## config.mk

```make
export PLATFORM = sky130hd
export DESIGN_NAME = ptp_top
export DESIGN_NICKNAME = d
export VERILOG_FILES = /design/src/shared/ptp_pkg.sv /design/src/shared/ptp_pin_if.sv /design/src/verilog/ptp_sync.sv /design/src/verilog/ptp_tick.sv /design/src/verilog/ptp_top.sv
export VERILOG_INCLUDE_DIRS = /design/src /design/src/shared
export SDC_FILE = /design/constraint.sdc
export NUM_CORES = 2
export LEC_CHECK = 0
export ABC_CLOCK_PERIOD_IN_PS = 18400
export CELL_PAD_IN_SITES_DETAIL_PLACEMENT = 0
export CELL_PAD_IN_SITES_GLOBAL_PLACEMENT = 1
export CORE_MARGIN = 2
export CORE_UTILIZATION = 54
export DETAILED_ROUTE_END_ITERATION = 10
export DONT_BUFFER_PORTS = 1
export PLACE_DENSITY = 0.85
export SLEW_MARGIN = 20
export SYNTH_ARGS = -nofsm -noshare
export SYNTH_HDL_FRONTEND = slang
export SYNTH_SLANG_ARGS = --single-unit
```

## constraint.sdc

```tcl
create_clock -name pclk -period 18.4 [get_ports pclk]
set_input_delay 1.84 -clock pclk [delete_from_list [all_inputs] [get_ports pclk]]
set_output_delay 1.84 -clock pclk [all_outputs]
set_load 0.01 [all_outputs]
```

## src/shared/ptp_regs.svh

```systemverilog
/*
 * register offsets, field positions, reset values and timing counts
 * of the pulse train positioning block; definitions only.
 */
`ifndef PTP_REGS_SVH
`define PTP_REGS_SVH

`define PTP_CTRL_OFS   8'h00
`define PTP_MODE_OFS   5'h00
`define PTP_TGT_OFS    5'h04
`define PTP_PER_OFS    5'h08
`define PTP_CMD_OFS    5'h0c
`define PTP_ELO_OFS    5'h10
`define PTP_EHI_OFS    5'h14
`define PTP_STAT_OFS   5'h18

`define PTP_CW_CLR     0
`define PTP_CW_STOP    3
`define PTP_CW_NEAR    4
`define PTP_CH0_CODE   4'h0
`define PTP_CH1_CODE   4'h2

`define PTP_CMD_JDIR   4
`define PTP_CMD_JTEN   5
`define PTP_CMD_JHOLD  8

`define PTP_CTRL_RST   16'h0000
`define PTP_MODE_RST   8'h00
`define PTP_PER_RST    16'h0032

`define PTP_CLK_NS     10
`define PTP_TICK_NS    100
`define PTP_DEVCLR_NS  1000
`define PTP_TICK_CYC   (`PTP_TICK_NS / `PTP_CLK_NS)
`define PTP_DEVCLR_CYC (`PTP_DEVCLR_NS / `PTP_CLK_NS)

`endif

```

## src/shared/ptp_pkg.sv

```systemverilog
/*
 * types of the pulse train positioning block.
 * assumes the offsets and counts come from ptp_regs.svh.
 */
package ptp_pkg;

    typedef enum logic [1:0] {
        OP_NONE = 2'b00,
        OP_MOVE = 2'b01,
        OP_HOME = 2'b10,
        OP_JOG  = 2'b11
    } ptp_op_e;

    typedef enum logic [1:0] {
        ST_IDLE  = 2'b00,
        ST_SETUP = 2'b01,
        ST_RUN   = 2'b10
    } ptp_state_e;

    typedef struct packed {
        ptp_state_e  st;
        ptp_op_e     op;
        logic [1:0]  meth;
        logic        dir;
        logic        lvl;
        logic        decel;
        logic        jten;
        logic        nq;
        logic        a;
        logic        b;
        logic        dc;
        logic [15:0] per;
        logic [15:0] cnt;
        logic [31:0] tgt;
        logic [31:0] remain;
        logic [31:0] elapsed;
        logic [7:0]  dcnt;
    } ptp_chan_s;

    typedef struct packed {
        logic [15:0]      ctrl;
        logic [1:0][7:0]  mode;
        logic [1:0][31:0] target;
        logic [1:0][15:0] period;
        logic [1:0][2:0]  cflag;
        ptp_chan_s [1:0]  ch;
        logic             pready;
        logic             pslverr;
        logic [31:0]      prdata;
    } ptp_top_s;

    typedef struct packed {
        logic [3:0] m;
        logic [3:0] q;
    } ptp_sync_s;

    typedef struct packed {
        logic [7:0] cnt;
        logic       tick;
    } ptp_tick_s;

endpackage : ptp_pkg

```

## src/shared/ptp_pin_if.sv

```systemverilog
/*
 * pin bundle between the top and its input synchroniser.
 * assumes raw pins are asynchronous to pclk.
 */
`timescale 1ns/1ps
interface ptp_pin_if;
    logic [3:0] raw;
    logic [3:0] sync;
    modport syn (input raw, output sync);
    modport usr (output raw, input sync);
endinterface : ptp_pin_if

```

## src/verilog/ptp_sync.sv

```systemverilog
/*
 * two-flop synchroniser for the home and near-home pins.
 * assumes pins may change at any time relative to pclk.
 */
`timescale 1ns/1ps
module ptp_sync (
    // clock and reset
    input  wire logic pclk,
    input  wire logic presetn,
    // pins
    ptp_pin_if.syn    pins
);
    import ptp_pkg::*;

    ptp_sync_s s;
    ptp_sync_s next_s;

    always_comb begin
        next_s   = s;
        next_s.m = pins.raw;
        next_s.q = s.m;
    end

    always_ff @(posedge pclk or negedge presetn) begin
        if (!presetn) begin
            s <= '0;
        end else begin
            s <= next_s;
        end
    end

    assign pins.sync = s.q;
endmodule : ptp_sync

```

## src/verilog/ptp_tick.sv

```systemverilog
/*
 * divider making the one-cycle rate enable for pulse timing.
 * assumes pclk at the rate set in ptp_regs.svh.
 */
`timescale 1ns/1ps
`include "ptp_regs.svh"
module ptp_tick (
    // clock and reset
    input  wire logic pclk,
    input  wire logic presetn,
    // rate enable
    output logic      tick
);
    import ptp_pkg::*;

    ptp_tick_s s;
    ptp_tick_s next_s;

    always_comb begin
        next_s      = s;
        next_s.tick = 1'b0;
        if (s.cnt == 8'(`PTP_TICK_CYC - 1)) begin
            next_s.cnt  = 8'h00;
            next_s.tick = 1'b1;
        end else begin
            next_s.cnt = s.cnt + 8'h01;
        end
    end

    always_ff @(posedge pclk or negedge presetn) begin
        if (!presetn) begin
            s <= '0;
        end else begin
            s <= next_s;
        end
    end

    assign tick = s.tick;
endmodule : ptp_tick

```

## src/verilog/ptp_top.sv

```systemverilog
/*
 * two-channel pulse train positioning output with apb registers.
 * assumes an external pulse-input motor driver on the pins and
 * software that writes the control word as a persistent level.
 */
// The implementer's own choices: the register offsets and register access over APB.

// Behaviour
// - cw/ccw drives separate forward and reverse pulses
// - polarity A: direction low forward, high reverse
// - polarity B: direction high forward, low reverse
// - incremental emits exactly |target| pulses
// - incremental sign picks direction and count sense
// - absolute emits target minus elapsed pulses
// - absolute direction from target versus position
// - home return pulses until home input active
// - near-home bit pulse starts home deceleration
// - deviation clear output after home completes
// - jog pulses while trigger held, stops released
// - jog stops at target match if enabled
// - jog direction from jog command, rate from period register
// - two channels, each pulse plus direction
// - home input fixed, near-home source free
// - control word: reset, stop, near-home
// - control word holds until next write
// - stop code halts pulses at once
// - elapsed value split into two halves
// - elapsed cleared when home return completes
// - mode codes 00,02,03,10,12,13 decoded
`timescale 1ns/1ps
`include "ptp_regs.svh"
module ptp_top (
    // clock and reset
    input  wire logic        pclk,
    input  wire logic        presetn,
    // apb slave
    input  wire logic        psel,
    input  wire logic        penable,
    input  wire logic        pwrite,
    input  wire logic [7:0]  paddr,
    input  wire logic [31:0] pwdata,
    output logic      [31:0] prdata,
    output logic             pready,
    output logic             pslverr,
    // sensor pins
    input  wire logic        home_input_first_channel,
    input  wire logic        home_input_second_channel,
    input  wire logic        near_home_source_first,
    input  wire logic        near_home_source_second,
    // driver pins
    output logic      [1:0]  pulse_a,
    output logic      [1:0]  pulse_b,
    output logic      [1:0]  dev_clr
);
    import ptp_pkg::*;

    ptp_top_s    s;
    ptp_top_s    next_s;
    ptp_chan_s   c;
    logic [31:0] rd;
    logic [31:0] diff;
    logic        hit;
    logic        ci;
    logic        chhit;
    logic        wr;
    logic        start;
    logic        tick;
    logic [1:0]  home_s;
    logic [1:0]  near_src;
    logic [1:0]  clr_c;
    logic [1:0]  stop_c;
    logic [1:0]  near_c;
    logic [1:0]  sel_c;

    ptp_pin_if pins ();

    // home pins are fixed per channel
    assign pins.raw = {near_home_source_second, near_home_source_first,
                       home_input_second_channel, home_input_first_channel};
    assign home_s   = pins.sync[1:0];
    assign near_src = pins.sync[3:2];

    ptp_sync u_sync (
        .pclk    (pclk),
        .presetn (presetn),
        .pins    (pins)
    );

    ptp_tick u_tick (
        .pclk    (pclk),
        .presetn (presetn),
        .tick    (tick)
    );

    // control word stays in force as a level until rewritten
    assign sel_c[0] = s.ctrl[15:12] == `PTP_CH0_CODE;
    assign sel_c[1] = s.ctrl[15:12] == `PTP_CH1_CODE;

    assign chhit = !paddr[7] && (paddr[6] ^ paddr[5]) && (paddr[1:0] == 2'b00);
    assign ci    = paddr[6];
    assign wr    = psel && penable && s.pready && pwrite && !s.pslverr;

    always_comb begin
        next_s = s;
        c      = '0;
        diff   = '0;
        rd     = '0;
        hit    = 1'b0;
        start  = 1'b0;
        if (paddr == `PTP_CTRL_OFS) begin
            hit = 1'b1;
            rd  = {16'h0000, s.ctrl};
        end else if (chhit) begin
            hit = 1'b1;
            case (paddr[4:0])
                `PTP_MODE_OFS: rd = {24'h000000, s.mode[ci]};
                `PTP_TGT_OFS:  rd = s.target[ci];
                `PTP_PER_OFS:  rd = {16'h0000, s.period[ci]};
                `PTP_CMD_OFS:  rd = {23'h000000, s.cflag[ci][2], 2'b00,
                                     s.cflag[ci][1:0], 4'h0};
                // 32-bit position seen as two 16-bit halves
                `PTP_ELO_OFS:  rd = {16'h0000, s.ch[ci].elapsed[15:0]};
                `PTP_EHI_OFS:  rd = {16'h0000, s.ch[ci].elapsed[31:16]};
                `PTP_STAT_OFS: rd = {27'h0000000, near_src[ci], home_s[ci],
                                     s.ch[ci].decel, s.ch[ci].dir,
                                     s.ch[ci].st != ST_IDLE};
                default:       hit = 1'b0;
            endcase
        end

        // answer in the first access cycle, data held from setup
        next_s.pready = 1'b0;
        if (psel && !penable) begin
            next_s.pready  = 1'b1;
            next_s.pslverr = !hit;
            next_s.prdata  = hit ? rd : 32'h00000000;
        end

        if (wr) begin
            if (paddr == `PTP_CTRL_OFS) begin
                next_s.ctrl = pwdata[15:0];
            end else begin
                case (paddr[4:0])
                    `PTP_MODE_OFS: next_s.mode[ci]   = pwdata[7:0];
                    `PTP_TGT_OFS:  next_s.target[ci] = pwdata;
                    `PTP_PER_OFS:  next_s.period[ci] = pwdata[15:0];
                    `PTP_CMD_OFS:  next_s.cflag[ci]  = {pwdata[`PTP_CMD_JHOLD],
                                                        pwdata[`PTP_CMD_JTEN],
                                                        pwdata[`PTP_CMD_JDIR]};
                    default:       next_s.ctrl = s.ctrl;
                endcase
            end
        end

        for (int i = 0; i < 2; i++) begin
            c     = s.ch[i];
            start = wr && chhit && (ci == 1'(i)) && (paddr[4:0] == `PTP_CMD_OFS)
                    && (pwdata[1:0] != OP_NONE);
            if (clr_c[i]) begin
                c.elapsed = 32'h00000000;
            end
            c.nq = near_c[i];
            if (c.dcnt != 8'h00) begin
                c.dcnt = c.dcnt - 8'h01;
            end
            case (c.st)
                ST_IDLE: begin
                    // only an idle channel accepts a command
                    // unlisted mode codes are refused
                    if (start && !stop_c[i] && s.mode[i][3:2] == 2'b00
                        && s.mode[i][7:5] == 3'b000 && s.mode[i][1:0] != 2'b01) begin
                        c.op    = ptp_op_e'(pwdata[1:0]);
                        c.meth  = s.mode[i][1:0];
                        c.tgt   = s.target[i];
                        c.per   = s.period[i];
                        c.cnt   = s.period[i];
                        c.jten  = pwdata[`PTP_CMD_JTEN];
                        c.decel = 1'b0;
                        c.lvl   = 1'b0;
                        // relative or absolute distance
                        diff    = s.mode[i][4] ? s.target[i] - c.elapsed : s.target[i];
                        // sign of distance picks direction
                        // jog and home take the command's direction
                        c.dir    = (c.op == OP_MOVE) ? diff[31] : pwdata[`PTP_CMD_JDIR];
                        c.remain = diff[31] ? 32'h00000000 - diff : diff;
                        if (!(c.op == OP_MOVE && diff == 32'h00000000)
                            && !(c.op == OP_JOG && c.jten && c.elapsed == c.tgt)) begin
                            c.st = ST_SETUP;
                        end
                    end
                end
                ST_SETUP: begin
                    // direction stands one half period before the first edge
                    if (tick) begin
                        if (c.cnt <= 16'h0001) begin
                            c.cnt = c.per;
                            c.lvl = 1'b1;
                            c.st  = ST_RUN;
                        end else begin
                            c.cnt = c.cnt - 16'h0001;
                        end
                    end
                end
                ST_RUN: begin
                    if (c.op == OP_HOME && home_s[i]) begin
                        // home reached: stop, zero, clear pulse
                        c.st      = ST_IDLE;
                        c.lvl     = 1'b0;
                        c.elapsed = 32'h00000000;
                        c.dcnt    = 8'(`PTP_DEVCLR_CYC);
                    end else if (tick) begin
                        if (c.cnt > 16'h0001) begin
                            c.cnt = c.cnt - 16'h0001;
                        end else begin
                            // slow creep by four after the near-home trigger
                            c.cnt = c.decel ? {c.per[13:0], 2'b00} : c.per;
                            if (c.lvl) begin
                                c.lvl     = 1'b0;
                                c.elapsed = c.dir ? c.elapsed - 32'h00000001
                                                  : c.elapsed + 32'h00000001;
                                c.remain  = c.remain - 32'h00000001;
                                if ((c.op == OP_MOVE && c.remain == 32'h00000000)
                                    || (c.op == OP_JOG && c.jten
                                        && c.elapsed == c.tgt)) begin
                                    c.st = ST_IDLE;
                                end
                            end else if (c.op == OP_JOG && !s.cflag[i][2]) begin
                                c.st = ST_IDLE;
                            end else begin
                                c.lvl = 1'b1;
                            end
                        end
                    end
                end
                default: c.st = ST_IDLE;
            endcase
            // rising near-home bit is the trigger
            if (near_c[i] && !s.ch[i].nq && c.op == OP_HOME && c.st != ST_IDLE) begin
                c.decel = 1'b1;
            end
            // forced stop: count may now disagree with the motor
            if (stop_c[i]) begin
                c.st  = ST_IDLE;
                c.lvl = 1'b0;
            end
            // output method
            c.a         = c.meth[1] ? c.lvl : c.lvl & !c.dir;
            c.b         = c.meth[1] ? c.dir ^ c.meth[0] : c.lvl & c.dir;
            c.dc        = c.dcnt != 8'h00;
            next_s.ch[i] = c;
        end
    end

    always_ff @(posedge pclk or negedge presetn) begin
        if (!presetn) begin
            s        <= '0;
            s.ctrl   <= `PTP_CTRL_RST;
            s.mode   <= {2{`PTP_MODE_RST}};
            s.period <= {2{`PTP_PER_RST}};
        end else begin
            s <= next_s;
        end
    end

    assign prdata  = s.prdata;
    assign pready  = s.pready;
    assign pslverr = s.pslverr;

    // one pulse/direction pair per channel
    for (genvar g = 0; g < 2; g++) begin : g_ch
        assign clr_c[g]   = sel_c[g] && s.ctrl[`PTP_CW_CLR];
        assign stop_c[g]  = sel_c[g] && s.ctrl[`PTP_CW_STOP];
        assign near_c[g]  = sel_c[g] && s.ctrl[`PTP_CW_NEAR];
        assign pulse_a[g] = s.ch[g].a;
        assign pulse_b[g] = s.ch[g].b;
        assign dev_clr[g] = s.ch[g].dc;

    end
endmodule : ptp_top

```

==> impl_metrics.toml <==
[status]
outcome = "finished, violations left"
violations = "slew limit"

[routing]
ant_nets = 0
avgRoutedWirePerCell_um = 26.6
drt_iter0_drc = 4680
vias_per_cell = 6.89
drc_errors = 0
drt-pass1-iter-count = 7
via_count = 37563
finalWirelength_mm = 145

[grt]
antenna_found_initial = 6
grt_overflow = 0
grt_pass1_wl_mm = 219
grt_pass1_vias = 34492
grt_max_degree = 486
grtUsageTotal_pct = 38.4

[synth]
ys_types = 103
synth_edf_count = 0
synth.most_common_cell = "dfrtp_1"
synth-seq-cells = 485
synth_compound_area_share_pct = 25.2
synth_common_cells = "dfrtp_1, o21ai_0, nand2_1, nor2_1, a21oi_1"
synth_top_family_by_area = "compound AO/OA/AOI/OAI gates"
yosys-top-cells-area = "dfrtp_1, mux2_2, o21ai_0, xnor2_1, a21oi_1"
synth_ff_type = "dfrtp_1"
yosysSeqAreaShare_pct = 31.5
yosysWarnings = 0
synthCells = 4695
synth_fp_nets = 4834
synth.top_cell.area_share_pct = 31.0
post_synth.cell_area_avg_um2 = 8.22
synth-xor-area-share_pct = 7.07
synthArstFlopShare_pct = 100
synthAdderAreaFrac_pct = 3.01
yosys.area_share.simple_pct = 19.7
netlist_area_mm2 = 0.0386
yosysTopAreaCell = "dfrtp_1"
synth.area.mux_share_pct = 8.35

[clock_tree]
clkLatencyLatePin_ps = 660
clock_path_buffers = 3
ctsHoldBuffers = 0
post-cts-setup-buffers = 0
cts_resized = 0
root_buffer = "clkbuf_16"
cts_buffers = 57
cts-htree-levels = 2
cts.clk_slew.worst_paths_ps = 60
cts_tree = "done"
cts.sinks = 485

[final_layout]
instances_no_fill = 5452
nets = 4594
syn_to_final_growth_pct = 5.81
fillers = 6654
drive_gt1_share_pct = 10.7

[setup_path]
setup.worst_path.class = "reg -> reg"
rrSetupSlack_ps = 11710
worstSetupEndpointType = "flip-flop"
cp_common_cell = "or4_1"
crit_fanout = 46
crit_path_top_delay_cell = "nand2_2"
slowest_delay_ps = 550
cp-start-kind = "flip-flop"
r2r-start = "s[466]"
r2r_cells = 19
r2r_end = "s[325]"
worstPathArrival_ps = 7190
crit_chain = "nor3b_4 -> buf_4 -> nand2_2 -> nand2_1 -> xnor2_1 -> ha_1 -> nand3_1 -> nor3_1 -> o2bb2ai_2 -> o22ai_4 -> mux2i_1 -> or4_1 -> or4_1 -> or4b_1 -> nor4b_2 -> a21o_1 -> o311a_1 -> o21ai_1 -> a32o_1"
worstPathRequired_ps = 18910

[worst_hold_path]
hold-path-cell-count = 0
hold_path_class = "reg -> reg"
whs_endpoint = "u_sync.pins.sync[0]"
min-delay-start = "u_sync.next_s[0]"

[sta]
min_period_over_period_pct = 36.3
slew_violations = 178
fmax_mhz = 150
tns_ps = 0
rsz0062_at_grt = "false"
worst_pin_slew_ps = 1870
slew_headroom_pct = -24.6
period_needed_ps = 6690
finClkSkew_ps = 48.6
finalHoldViolCount = 0
finalSetupViolations = 0

[die]
std_cell_rows = 98
fp.dieH_um = 271
dieArea_mm2 = 0.0737
core_area_mm2 = 0.0711
start_util_pct = 54.3
io_pins = 89
die_w_um = 271

[pwr]
ir_drop_mv = 0.186
p_per_area_mw_per_mm2 = 68.5
total_leakage_power_nw = 17.4

[placed_design]
io_buffers = 0
dp_cells = 5346
gp_congestion = 0.993
hpwl_mm = 107

[run]
cap_viol_max_count = 0
power by group:
part / switching, mW / internal [mW]
Combinational: 0.302 / 0.154
Clock: 0.514 / 0.706
Sequential: 0.0332 / 1.09
Total: 0.848 / 1.95
final cells by class:
cell class	count	area, um2	area share, %
multi-input combinational	3717	24500	60.0
antenna	1	2.50	0.00612
timing repair buffer	76	578	1.41
clock buffer	69	1520	3.72
clock inverter	36	469	1.15
sequential	485	12100	29.7
inverter	118	443	1.08
tap	950	1190	2.91
stage by stage:
stage               total power [mW]  util, %  worst slack (ps)  hold WS [ps]  instance area, um2
finish                          2.80     57.4             11710           348               40900
global route                    2.91     57.4             11430           354               40900
CTS                             2.80     57.4             11900           349               40900
detailed placement              1.59     54.6             11930           335               38900
global placement                1.57     54.6             12030           332               38800
floorplan                       1.48        -             11860           331               38600
layer usage:
metal	track usage [%]	part of all wire (%)
met1	56.9	44
met5	0	0.061
met3	10.8	12
met2	54.0	40
met4	11.3	3.3
placed cells by master, fill, tap and decap left out, types with 26 or more instances in the layout:
master,netlist,layout
and2_1,32,32
nor2b_1,52,51
a21oi_1,344,343
a21o_1,62,62
nor4_1,68,68
clkbuf_16,0,57
a211oi_1,57,57
nor2_1,367,363
xnor2_1,198,198
a31oi_1,63,63
a221oi_1,26,26
xor2_1,98,98
nand2b_1,43,43
and3_1,47,47
o21ai_0,422,422
dfrtp_1,479,476
mux2i_1,60,60
a22oi_1,50,50
or3_1,36,36
mux2_2,233,233
o31ai_1,26,26
a22o_1,31,31
inv_1,114,114
nand3_1,119,119
nand2_1,411,407
ha_1,88,88
or4_1,39,39
nand4_1,63,63
buf_4,39,75
o22ai_1,91,91
nor3_1,124,121
how the worst max path moves through the flow:
stage	startpoint	endpoint	slack (ps)	depth (start not counted)
6_report	s[466]	s[325]	11710	19
5_1_grt	s[466]	s[325]	11430	19
4_1_cts	s[466]	s[325]	11900	19
3_5_place_dp	s[466]	s[325]	11930	19
3_3_place_gp	s[466]	s[325]	12030	19
2_1_floorplan	s[327]	s[325]	11860	23
critical path, delay by kind of cell, from the launching register on:
| kind | cells | cell delay [ps] |
|---|---|---|
| fa+ha+maj | 1 | 410 |
| mux | 1 | 180 |
| compound gates | 6 | 1050 |
| simple gates | 9 | 3740 |
| flops | 1 | 440 |
| xor+xnor | 1 | 160 |
| buf+inv | 1 | 540 |
state kept, by name, summed over array words and instances (netlist names), 2 cells and up:
name / flops
dev_clr: 2
prdata: 32
pulse_a: 2
pulse_b: 2
s: 428
u_sync.next_s: 4
u_sync.pins.sync: 4
u_tick.s: 8
cells by family after synthesis:
| logic type | Yosys count |
|---|---|
| AO/OA/AOI/OAI | 1505 |
| AND/OR/NAND/NOR | 1525 |
| XOR/XNOR | 302 |
| buffers and inverters | 493 |
| multiplexers | 293 |
| adder cells (fa/ha/maj) | 92 |
| flip-flops | 485 |
No activity file was read; power rests on OpenSTA's default activity.
